[config.mk]
export PLATFORM = sky130hd
export DESIGN_NAME = pml_mode_link_top
export DESIGN_NICKNAME = d
export VERILOG_FILES = /design/src/common/pml_pkg.sv /design/src/hdl/pml_mode_link_top.sv /design/src/hdl/pml_link_timer.sv
export SDC_FILE = /design/constraint.sdc
export NUM_CORES = 1
export LEC_CHECK = 0
export BUFFER_PORTS_ARGS = -buffer_cell sky130_fd_sc_hd__buf_2
export CAP_MARGIN = 10
export CORE_MARGIN = 4
export CORE_UTILIZATION = 50
export CTS_CLUSTER_SIZE = 25
export DETAILED_ROUTE_END_ITERATION = 8
export GPL_TIMING_DRIVEN = 0
export MAX_ROUTING_LAYER = met4
export PLACE_DENSITY = 0.82
export SLEW_MARGIN = 20
export SYNTH_ARGS = -nofsm -noshare
export SYNTH_HDL_FRONTEND = slang
export SYNTH_SLANG_ARGS = --single-unit
[constraint.sdc]
create_clock -name CLOCK -period 3.9 [get_ports CLOCK]
set_input_delay 0.195 -clock CLOCK [delete_from_list [all_inputs] [get_ports CLOCK]]
set_output_delay 0.195 -clock CLOCK [all_outputs]
set_load 0.02 [all_outputs]
[src/common/pml_pkg.sv]
/*
  Constants, register map and types shared by the mode control and
  link-status block and its link timer.
  Assumes a 25 MHz system clock and a 32-bit Avalon-MM register bus.
*/
// Summary of operation
// - Unidirectional override keeps transmit path always running
// - Otherwise receive faults may gate transmit input
// - Autoneg enabled: link good only in LINK_OK
// - Autoneg disabled: link good only in DISABLE_LINK_OK
// - Low global reset resets all logic
// - Role select: 0 MAC side, 1 PHY side
// - Coding select: 0 serial-MII, 1 gigabit
// - Speed select 10/01/00 gives 1G/100M/10M
// - Gigabit mode forces full rate, ignores speed
// - Debug timer input makes link timer short
// - Autoneg machine runs only while enable high
// - Restart forces autoneg back to its start
package pml_pkg;

  // ************************************************************
  // Register map (byte addresses)
  // ************************************************************
  localparam logic [3:0] PML_CTRL_OFS = 4'h0; // Control register
  localparam logic [3:0] PML_STAT_OFS = 4'h4; // Status register
  localparam logic [3:0] PML_INTS_OFS = 4'h8; // Sticky event bits
  localparam logic [3:0] PML_INTM_OFS = 4'hc; // Event mask

  // ************************************************************
  // Control field positions
  // ************************************************************
  localparam int PML_C_AN_EN = 0; // Autoneg enable
  localparam int PML_C_AN_RST = 1; // Autoneg restart, self clearing
  localparam int PML_C_UNIDIR = 2; // Unidirectional override
  localparam int PML_C_DBG_TMR = 3; // Short link timer
  localparam int PML_C_PHY_SIDE = 4; // Serial-MII role
  localparam int PML_C_GBE = 5; // Gigabit coding mode
  localparam int PML_C_RATE_LO = 6; // Speed select, two bits

  // ************************************************************
  // Status and event field positions
  // ************************************************************
  localparam int PML_S_LINK = 0; // Link good
  localparam int PML_S_AN_DONE = 1; // Autoneg complete
  localparam int PML_S_SYNC = 2; // Receive sync
  localparam int PML_S_RATE_LO = 8; // Effective rate, two bits
  localparam int PML_E_UP = 0; // Link came up
  localparam int PML_E_DOWN = 1; // Link went down
  localparam int PML_E_SYNC_LOST = 2; // Receive sync lost
  localparam int PML_NUM_EVENTS = 3; // Event count

  // ************************************************************
  // Reset values and rate codes
  // ************************************************************
  localparam logic [1:0] PML_RATE_1G = 2'h2; // 1 Gb/s
  localparam logic [1:0] PML_RATE_100M = 2'h1; // 100 Mb/s
  localparam logic [1:0] PML_RATE_10M = 2'h0; // 10 Mb/s
  localparam logic [7:0] PML_CTRL_RST = 8'h81; // Autoneg on, 1 Gb/s

  // ************************************************************
  // Timing
  // ************************************************************
  localparam int PML_CLK_PERIOD_NS = 40; // 25 MHz clock
  localparam int PML_LT_GBE_NS = 10000000; // Gigabit link timer
  localparam int PML_LT_SGMII_NS = 1600000; // Serial-MII link timer
  localparam int PML_LT_GBE_CYC = PML_LT_GBE_NS / PML_CLK_PERIOD_NS;
  localparam int PML_LT_SGMII_CYC = PML_LT_SGMII_NS / PML_CLK_PERIOD_NS;
  localparam int PML_LT_SHORT_CYC = 64; // Debug link timer

  // Autoneg machine states
  typedef enum logic [2:0] {
    PML_AN_ENABLE,
    PML_AN_RESTART,
    PML_ABILITY_DET,
    PML_ACK_DET,
    PML_COMPLETE_ACK,
    PML_IDLE_DET,
    PML_LINK_OK,
    PML_DISABLE_LINK_OK
  } pml_an_state_t;

endpackage

[src/hdl/pml_mode_link_top.sv]
/*
  Mode control and link-status logic of a serial-MII / gigabit coding
  sublayer: mode registers, auto-negotiation control machine, link good,
  transmit gating, rate select, interrupt and an Avalon-MM slave.
  Assumes receive status inputs come from data-path logic on CLOCK.
*/
// Our own choices: the register offsets and the Avalon-MM register port.
`timescale 1ns/1ps
module pml_mode_link_top
  import pml_pkg::*;
#(
  parameter int LT_GBE_CYC = PML_LT_GBE_CYC,
  parameter int LT_SGMII_CYC = PML_LT_SGMII_CYC,
  parameter int LT_SHORT_CYC = PML_LT_SHORT_CYC
) (
  input wire logic CLOCK,
  input wire logic RESETN,
  // Avalon-MM slave
  input wire logic [3:0] ADDRESS,
  input wire logic READ,
  input wire logic WRITE,
  input wire logic [31:0] WRITEDATA,
  input wire logic [3:0] BYTEENABLE,
  output logic [31:0] READDATA,
  output logic WAITREQUEST,
  // Receive side status
  input wire logic RX_SYNC,
  input wire logic RX_INVALID,
  input wire logic RX_CONFIG_VALID,
  input wire logic RX_CONFIG_ACK,
  input wire logic RX_IDLE,
  // Mode and status outputs
  output logic LINK_GOOD,
  output logic AN_COMPLETE,
  output logic XMIT_AUTONEG,
  output logic TX_IGNORE_GMII,
  output logic [1:0] RATE_SEL,
  output logic GBE_MODE,
  output logic PHY_SIDE,
  output logic IRQ
);

  // ************************************************************
  // Parameter check
  // ************************************************************
  if (LT_SHORT_CYC >= LT_SGMII_CYC) begin : g_chk
    $error("debug link timer must be shorter than normal");
  end

  // ************************************************************
  // Declarations
  // ************************************************************
  logic [7:0] ctrl_q; // Control register
  logic [PML_NUM_EVENTS-1:0] ints_q; // Sticky events
  logic [PML_NUM_EVENTS-1:0] intm_q; // Event mask
  logic [PML_NUM_EVENTS-1:0] events; // Event pulses this cycle
  logic restart_q; // Restart pulse from software
  logic req; // Bus request present
  logic acc; // Bus request accepted this edge
  logic wr_acc; // Write accepted
  logic [31:0] rd_d; // Read mux
  pml_an_state_t state_q; // Autoneg state
  pml_an_state_t state_d; // Next autoneg state
  logic tmr_start; // Link timer start pulse
  logic tmr_done; // Link timer expired
  logic sync_q; // Last receive sync
  logic an_en; // Autoneg enable field
  logic gbe; // Gigabit mode field
  logic unidir; // Unidirectional field
  logic [1:0] rate_sw; // Speed select field

  assign an_en = ctrl_q[PML_C_AN_EN];
  assign gbe = ctrl_q[PML_C_GBE];
  assign unidir = ctrl_q[PML_C_UNIDIR];
  assign rate_sw = ctrl_q[PML_C_RATE_LO +: 2];

  // ************************************************************
  // Avalon-MM slave
  // ************************************************************
  assign req = READ || WRITE;
  assign acc = req && !WAITREQUEST;
  assign wr_acc = WRITE && !WAITREQUEST && BYTEENABLE[0];

  // Waitrequest drops for one cycle per request
  always_ff @(posedge CLOCK) begin
    if (!RESETN) begin
      WAITREQUEST <= 1'b1;
    end else if (req && WAITREQUEST) begin
      WAITREQUEST <= 1'b0;
    end else begin
      WAITREQUEST <= 1'b1;
    end
  end

  // Read mux, unmapped reads as zero
  always_comb begin
    rd_d = 32'h0;
    if (ADDRESS == PML_CTRL_OFS) begin
      rd_d[7:0] = ctrl_q;
    end else if (ADDRESS == PML_STAT_OFS) begin
      rd_d[PML_S_LINK] = LINK_GOOD;
      rd_d[PML_S_AN_DONE] = AN_COMPLETE;
      rd_d[PML_S_SYNC] = sync_q;
      rd_d[PML_S_RATE_LO +: 2] = RATE_SEL;
    end else if (ADDRESS == PML_INTS_OFS) begin
      rd_d[PML_NUM_EVENTS-1:0] = ints_q;
    end else if (ADDRESS == PML_INTM_OFS) begin
      rd_d[PML_NUM_EVENTS-1:0] = intm_q;
    end
  end

  // Read data captured while waitrequest falls
  always_ff @(posedge CLOCK) begin
    if (!RESETN) begin
      READDATA <= 32'h0;
    end else if (READ && WAITREQUEST) begin
      READDATA <= rd_d;
    end
  end

  // ************************************************************
  // Control register
  // ************************************************************
  always_ff @(posedge CLOCK) begin
    if (!RESETN) begin
      ctrl_q <= PML_CTRL_RST;
    end else if (wr_acc && ADDRESS == PML_CTRL_OFS) begin
      ctrl_q <= WRITEDATA[7:0];
      ctrl_q[PML_C_AN_RST] <= 1'b0;
    end
  end

  // Restart bit acts as a one-cycle pulse
  always_ff @(posedge CLOCK) begin
    if (!RESETN) begin
      restart_q <= 1'b0;
    end else begin
      restart_q <= wr_acc && (ADDRESS == PML_CTRL_OFS) && WRITEDATA[PML_C_AN_RST];
    end
  end

  // ************************************************************
  // Link timer
  // ************************************************************
  pml_link_timer #(
    .GBE_CYC(LT_GBE_CYC),
    .SGMII_CYC(LT_SGMII_CYC),
    .SHORT_CYC(LT_SHORT_CYC)
  ) u_timer (
    .clk(CLOCK),
    .rst_n(RESETN),
    .start(tmr_start),
    .short_mode(ctrl_q[PML_C_DBG_TMR]),
    .gbe_mode(gbe),
    .done(tmr_done)
  );

  // Timer restarts on entry to every timed state
  assign tmr_start = (state_d != state_q) &&
    (state_d == PML_AN_RESTART || state_d == PML_COMPLETE_ACK ||
     state_d == PML_IDLE_DET);

  // ************************************************************
  // Autoneg control machine
  // ************************************************************
  always_comb begin
    state_d = state_q;
    if (!an_en) begin
      state_d = PML_DISABLE_LINK_OK;
    end else if (restart_q || !RX_SYNC) begin
      state_d = PML_AN_ENABLE;
    end else begin
      case (state_q)
        PML_AN_ENABLE: begin
          state_d = PML_AN_RESTART;
        end
        PML_AN_RESTART: begin
          // Send breaklink until the timer runs out
          if (tmr_done) begin
            state_d = PML_ABILITY_DET;
          end
        end
        PML_ABILITY_DET: begin
          if (RX_CONFIG_VALID) begin
            state_d = PML_ACK_DET;
          end
        end
        PML_ACK_DET: begin
          if (RX_CONFIG_ACK) begin
            state_d = PML_COMPLETE_ACK;
          end
        end
        PML_COMPLETE_ACK: begin
          if (tmr_done) begin
            state_d = PML_IDLE_DET;
          end
        end
        PML_IDLE_DET: begin
          // Idles must be seen once the timer is out
          if (tmr_done && RX_IDLE) begin
            state_d = PML_LINK_OK;
          end
        end
        PML_LINK_OK: begin
          // Partner sending configuration again means a restart
          if (RX_CONFIG_VALID) begin
            state_d = PML_AN_ENABLE;
          end
        end
        default: begin
          state_d = PML_AN_ENABLE;
        end
      endcase
    end
  end

  // State register
  always_ff @(posedge CLOCK) begin
    if (!RESETN) begin
      state_q <= PML_AN_ENABLE;
    end else begin
      state_q <= state_d;
    end
  end

  // ************************************************************
  // Link status outputs
  // ************************************************************
  always_ff @(posedge CLOCK) begin
    if (!RESETN) begin
      LINK_GOOD <= 1'b0;
      AN_COMPLETE <= 1'b0;
      XMIT_AUTONEG <= 1'b0;
      sync_q <= 1'b0;
    end else begin
      LINK_GOOD <= (an_en && state_q == PML_LINK_OK) ||
        (!an_en && state_q == PML_DISABLE_LINK_OK);
      AN_COMPLETE <= an_en && state_q == PML_LINK_OK;
      XMIT_AUTONEG <= an_en && state_q != PML_LINK_OK &&
        state_q != PML_DISABLE_LINK_OK;
      sync_q <= RX_SYNC;
    end
  end

  // ************************************************************
  // Mode outputs
  // ************************************************************
  always_ff @(posedge CLOCK) begin
    if (!RESETN) begin
      RATE_SEL <= PML_RATE_1G;
      GBE_MODE <= 1'b0;
      PHY_SIDE <= 1'b0;
    end else begin
      GBE_MODE <= gbe;
      // Role matters only for serial-MII autoneg
      PHY_SIDE <= !gbe && ctrl_q[PML_C_PHY_SIDE];
      if (gbe) begin
        RATE_SEL <= PML_RATE_1G;
      end else begin
        RATE_SEL <= rate_sw;
      end
    end
  end

  // Transmit gating by receive faults unless unidirectional
  always_ff @(posedge CLOCK) begin
    if (!RESETN) begin
      TX_IGNORE_GMII <= 1'b0;
    end else if (unidir) begin
      TX_IGNORE_GMII <= 1'b0;
    end else begin
      TX_IGNORE_GMII <= !RX_SYNC || RX_INVALID ||
        (an_en && (state_q == PML_AN_ENABLE || state_q == PML_AN_RESTART));
    end
  end

  // ************************************************************
  // Interrupts
  // ************************************************************
  always_comb begin
    events = '0;
    events[PML_E_UP] = !LINK_GOOD && (an_en ? state_q == PML_LINK_OK :
      state_q == PML_DISABLE_LINK_OK);
    events[PML_E_DOWN] = LINK_GOOD && !(an_en ? state_q == PML_LINK_OK :
      state_q == PML_DISABLE_LINK_OK);
    events[PML_E_SYNC_LOST] = sync_q && !RX_SYNC;
  end

  // Sticky bits, set wins over a write-one clear
  always_ff @(posedge CLOCK) begin
    if (!RESETN) begin
      ints_q <= '0;
    end else if (wr_acc && ADDRESS == PML_INTS_OFS) begin
      ints_q <= (ints_q & ~WRITEDATA[PML_NUM_EVENTS-1:0]) | events;
    end else begin
      ints_q <= ints_q | events;
    end
  end

  // Mask register
  always_ff @(posedge CLOCK) begin
    if (!RESETN) begin
      intm_q <= '0;
    end else if (wr_acc && ADDRESS == PML_INTM_OFS) begin
      intm_q <= WRITEDATA[PML_NUM_EVENTS-1:0];
    end
  end

  // Interrupt line
  always_ff @(posedge CLOCK) begin
    if (!RESETN) begin
      IRQ <= 1'b0;
    end else begin
      IRQ <= |(ints_q & intm_q);
    end
  end
endmodule // pml_mode_link_top

[src/hdl/pml_link_timer.sv]
/*
  Auto-negotiation link timer: counts from a start pulse to one of
  three limits and then holds its done flag.
  Assumes start is a one-cycle pulse from logic on the same clock.
*/
`timescale 1ns/1ps
module pml_link_timer
  import pml_pkg::*;
#(
  parameter int GBE_CYC = PML_LT_GBE_CYC,
  parameter int SGMII_CYC = PML_LT_SGMII_CYC,
  parameter int SHORT_CYC = PML_LT_SHORT_CYC
) (
  input wire logic clk,
  input wire logic rst_n,
  input wire logic start,
  input wire logic short_mode,
  input wire logic gbe_mode,
  output logic done
);
  localparam int CW = $clog2(GBE_CYC + 1); // Counter width

  // ************************************************************
  // Parameter check
  // ************************************************************
  if (SHORT_CYC < 1 || SGMII_CYC < 1 || GBE_CYC < SGMII_CYC) begin : g_chk
    $error("link timer limits out of range");
  end

  logic [CW-1:0] cnt_q; // Elapsed cycles
  logic [CW-1:0] limit; // Active limit

  // Limit select, short debug mode first
  always_comb begin
    if (short_mode) begin
      limit = CW'(SHORT_CYC);
    end else if (gbe_mode) begin
      limit = CW'(GBE_CYC);
    end else begin
      limit = CW'(SGMII_CYC);
    end
  end

  // Counter, saturating at the active limit
  always_ff @(posedge clk) begin
    if (!rst_n) begin
      cnt_q <= '0;
    end else if (start) begin
      cnt_q <= '0;
    end else if (cnt_q >= limit) begin
      cnt_q <= limit;
    end else begin
      cnt_q <= cnt_q + 1'b1;
    end
  end

  // Done flag
  always_ff @(posedge clk) begin
    if (!rst_n) begin
      done <= 1'b0;
    end else begin
      done <= !start && (cnt_q >= limit);
    end
  end
endmodule // pml_link_timer

==> impl_metrics.toml <==
[worst_setup_path]
crit_type = "reg2reg"
endpoint_kind = "flip-flop"
crit_arrival_ns = 3.21
startpoint_type = "flip-flop"
required_ns = 4.14
path_max_fanout = 8

[yosys]
synthArstFlopShare_pct = 0
synth_cells = 333
synthesis.area_mm2 = 0.002984
syn_area_per_cell_um2 = 8.961
ys_seq_area_share_pct = 38.24
ys_ff_latch = 57
synth_edf_count = 0
ys.flop_type = "dfxtp_1"
synth_cell_types = 55
ys_warn_count = 0

[place]
hpwlAfterDp_mm = 4.795
port-buffer-count = 38
place.gp.congestion = 0.8769
dp_cells = 464
place_ws_ns = 0.9733

[worst_hold_path]
hold_path.class = "in2reg"

[drt]
vias_per_cell = 5.340
routedWlPerCell_um = 13.91
detail_route.iter0.violations = 148
via_count = 2558
final_antenna_net_count = 0
wl_mm = 6.664
dr.pass1.iters = 5
drc_errors = 0

[clock_network]
cts_root_buffer = "clkbuf_8"
clock-sinks = 57
cts_setup_buffers = 0
cts_tree = "done"
clk_latency_ns = 0.32
cts-buffers-inserted = 9
hold_buffers = 0
clkTransAtPathRegs_ns = 0.06
cts_buffer_depth = 2
ctsResizeCount = 0
h-tree-depth = 3

[power]
power_density_mw_per_mm2 = 519.2
leakage_nw = 1.645
irDropWorstVdd_uv = 426.5

[timing]
worst_slew_pin_slew_ns = 0.6840
setup_ws_ns = 0.9333
tns_ns = 0
finalHoldViolations = 0
drv_slew = 0
skew_ns = 0.004449
rsz0062_at_grt = "false"
setup_viol = 0
period_share_pct = 76.07
post-route-min-period_ns = 2.967
timing.slew.headroom_pct = 53.91
max_freq_ghz = 0.3371

[global_route]
gr-total-overflow = 0
antenna_found_initial = 0
first_global_vias = 2426
grt_util_all_layers_pct = 19.27
grt_max_degree = 11
grt_pass1_wl_mm = 10.92

[die]
die_area_mm2 = 0.007268
ios = 91
fp.dieH_um = 85.26
coreArea_mm2 = 0.005642
fp.dieW_um = 85.26
start_util_pct = 52.89
placementRows = 27

[final_layout]
fin_cells = 479
num_antenna_cells = 0
fin_nets = 464
drive_above_1_share_pct = 24.32
area_growth_pct = 19.71

[outcome]
outcome = "finished, final reports clean"

[job]
maxCapViolCount = 0
-- registers in the layout, summed over array words and instances, names as in the netlist, 2 cells and up --
name	cells
intm_q	3
u_timer.cnt_q	18
READDATA	10
RATE_SEL	2
ints_q	3
ctrl_q	7
state_q	3
-- cells in the mapped netlist (5+ instances only) --
| cell | number | area share (%) |
|---|---|---|
| nor2b_1 | 5 | 1.0 |
| o21ai_0 | 5 | 0.84 |
| nor3_1 | 14 | 2.3 |
| a21oi_1 | 17 | 2.9 |
| buf_4 | 24 | 6.0 |
| a22oi_1 | 6 | 1.5 |
| dfxtp_1 | 57 | 38 |
| xnor2_1 | 8 | 2.3 |
| and2_1 | 7 | 1.5 |
| mux2i_1 | 10 | 3.4 |
| clkbuf_1 | 6 | 0.75 |
| nand3_1 | 11 | 1.8 |
| nand2_1 | 31 | 3.9 |
| nor2_1 | 39 | 4.9 |
| nor3_2 | 7 | 2.3 |
| xor2_1 | 9 | 2.6 |
| ha_1 | 12 | 5.0 |
| nand4_1 | 7 | 1.5 |
| inv_1 | 9 | 1.1 |
-- routing by layer --
| layer | global-route usage (%) | vias to the layer above | wire [um] |
|---|---|---|---|
| met5 | - | - | 0 |
| met4 | 7.194 | 0 | 70 |
| met3 | 6.019 | 8 | 594 |
| met2 | 31.64 | 108 | 3289 |
| met1 | 21.95 | 1179 | 2709 |
| li1 | - | 1263 | - |
-- kinds of logic (layout without fill, tap and decap cells) --
group	after synthesis	count (layout)	synth area share [%]
muxes	13	13	5.241
AOI/OAI and AO/OA	47	47	12.29
adders and majority gates	12	12	5.031
other	1	22	0.1257
buffers and inverters	44	97	9.517
DFF	57	57	38.24
and+or+nand+nor	142	142	24.57
xor gates and xnor gates	17	17	4.990
-- report_power, final --
group | internal (mW) | switching [mW]
combinational | 0.213 | 0.293
sequential | 0.647 | 0.0800
clock | 0.409 | 0.212
total | 1.27 | 0.585
-- final cells by class --
cell class / instances / area [um^2]
well taps: 72 / 90.09
flip-flops and latches: 57 / 1141
plain buffers: 35 / 250.2
clock inverters: 2 / 60.06
clock buffers: 13 / 168.9
repair buffers: 38 / 190.2
multi-input cells: 253 / 1638
fillers: 478 / 2069
inverters: 9 / 33.78
-- worst paths after layout --
path | start | end | slack [ns] | cells past startpoint
min reg2reg | READDATA[3]$_SDFFE_PN0P_ | READDATA[3]$_SDFFE_PN0P_ | 0.45 | 2
max | ctrl_q[5]$_SDFFE_PN0P_ | u_timer.cnt_q[14]$_SDFF_PP0_ | 0.93 | 9
min | WRITEDATA[7] | ctrl_q[7]$_SDFFE_PN1P_ | 0.08 | 3
max reg2reg | ctrl_q[5]$_SDFFE_PN0P_ | u_timer.cnt_q[14]$_SDFF_PP0_ | 0.93 | 9
-- critical path: stages, from the launching register on --
cell and delay [ns]:
dfxtp_1 0.45, nor2b_1 0.34, inv_1 0.17, ha_1 0.32, a2111oi_0 0.37, o211ai_1 0.16
a311oi_1 0.40, o221ai_2 0.22, and2_1 0.26, nor3_1 0.19
-- cells in the final DEF, fill, tap and decap left out, types with 2 or more instances in the layout --
cell	n
clkbuf_1	7
o21ai_0	5
a211oi_2	3
xnor2_1	8
and4_1	3
nor2_1	39
nor3_2	7
nand4_1	7
inv_1	9
a31oi_1	2
nand2_1	31
xor2_1	9
clkbuf_8	12
buf_2	40
and3_1	2
bufinv_16	2
a22oi_1	6
nand2b_1	3
nor2b_1	5
mux2i_1	10
nand3_1	11
a21oi_1	17
buf_6	2
nor4_1	2
conb_1	22
dfxtp_1	57
mux4_2	2
and2_1	7
buf_4	24
o211ai_1	2
nor3_1	14
ha_1	12
-- through the flow --
stage / hold WS [ns] / area (um^2) / util (%) / power, mW
final: 0.08389 / 3572 / 63.32 / 1.855
after global routing: 0.07384 / 3572 / 63.32 / 1.962
after CTS: 0.07051 / 3572 / 63.32 / 1.865
after floorplan: 0.3088 / 3063 / - / 1.119
after global placement: 0.4066 / 3343 / 59.26 / 1.218
after detailed placement: 0.4152 / 3343 / 59.26 / 1.241
Power figures use the tool's default switching activity.
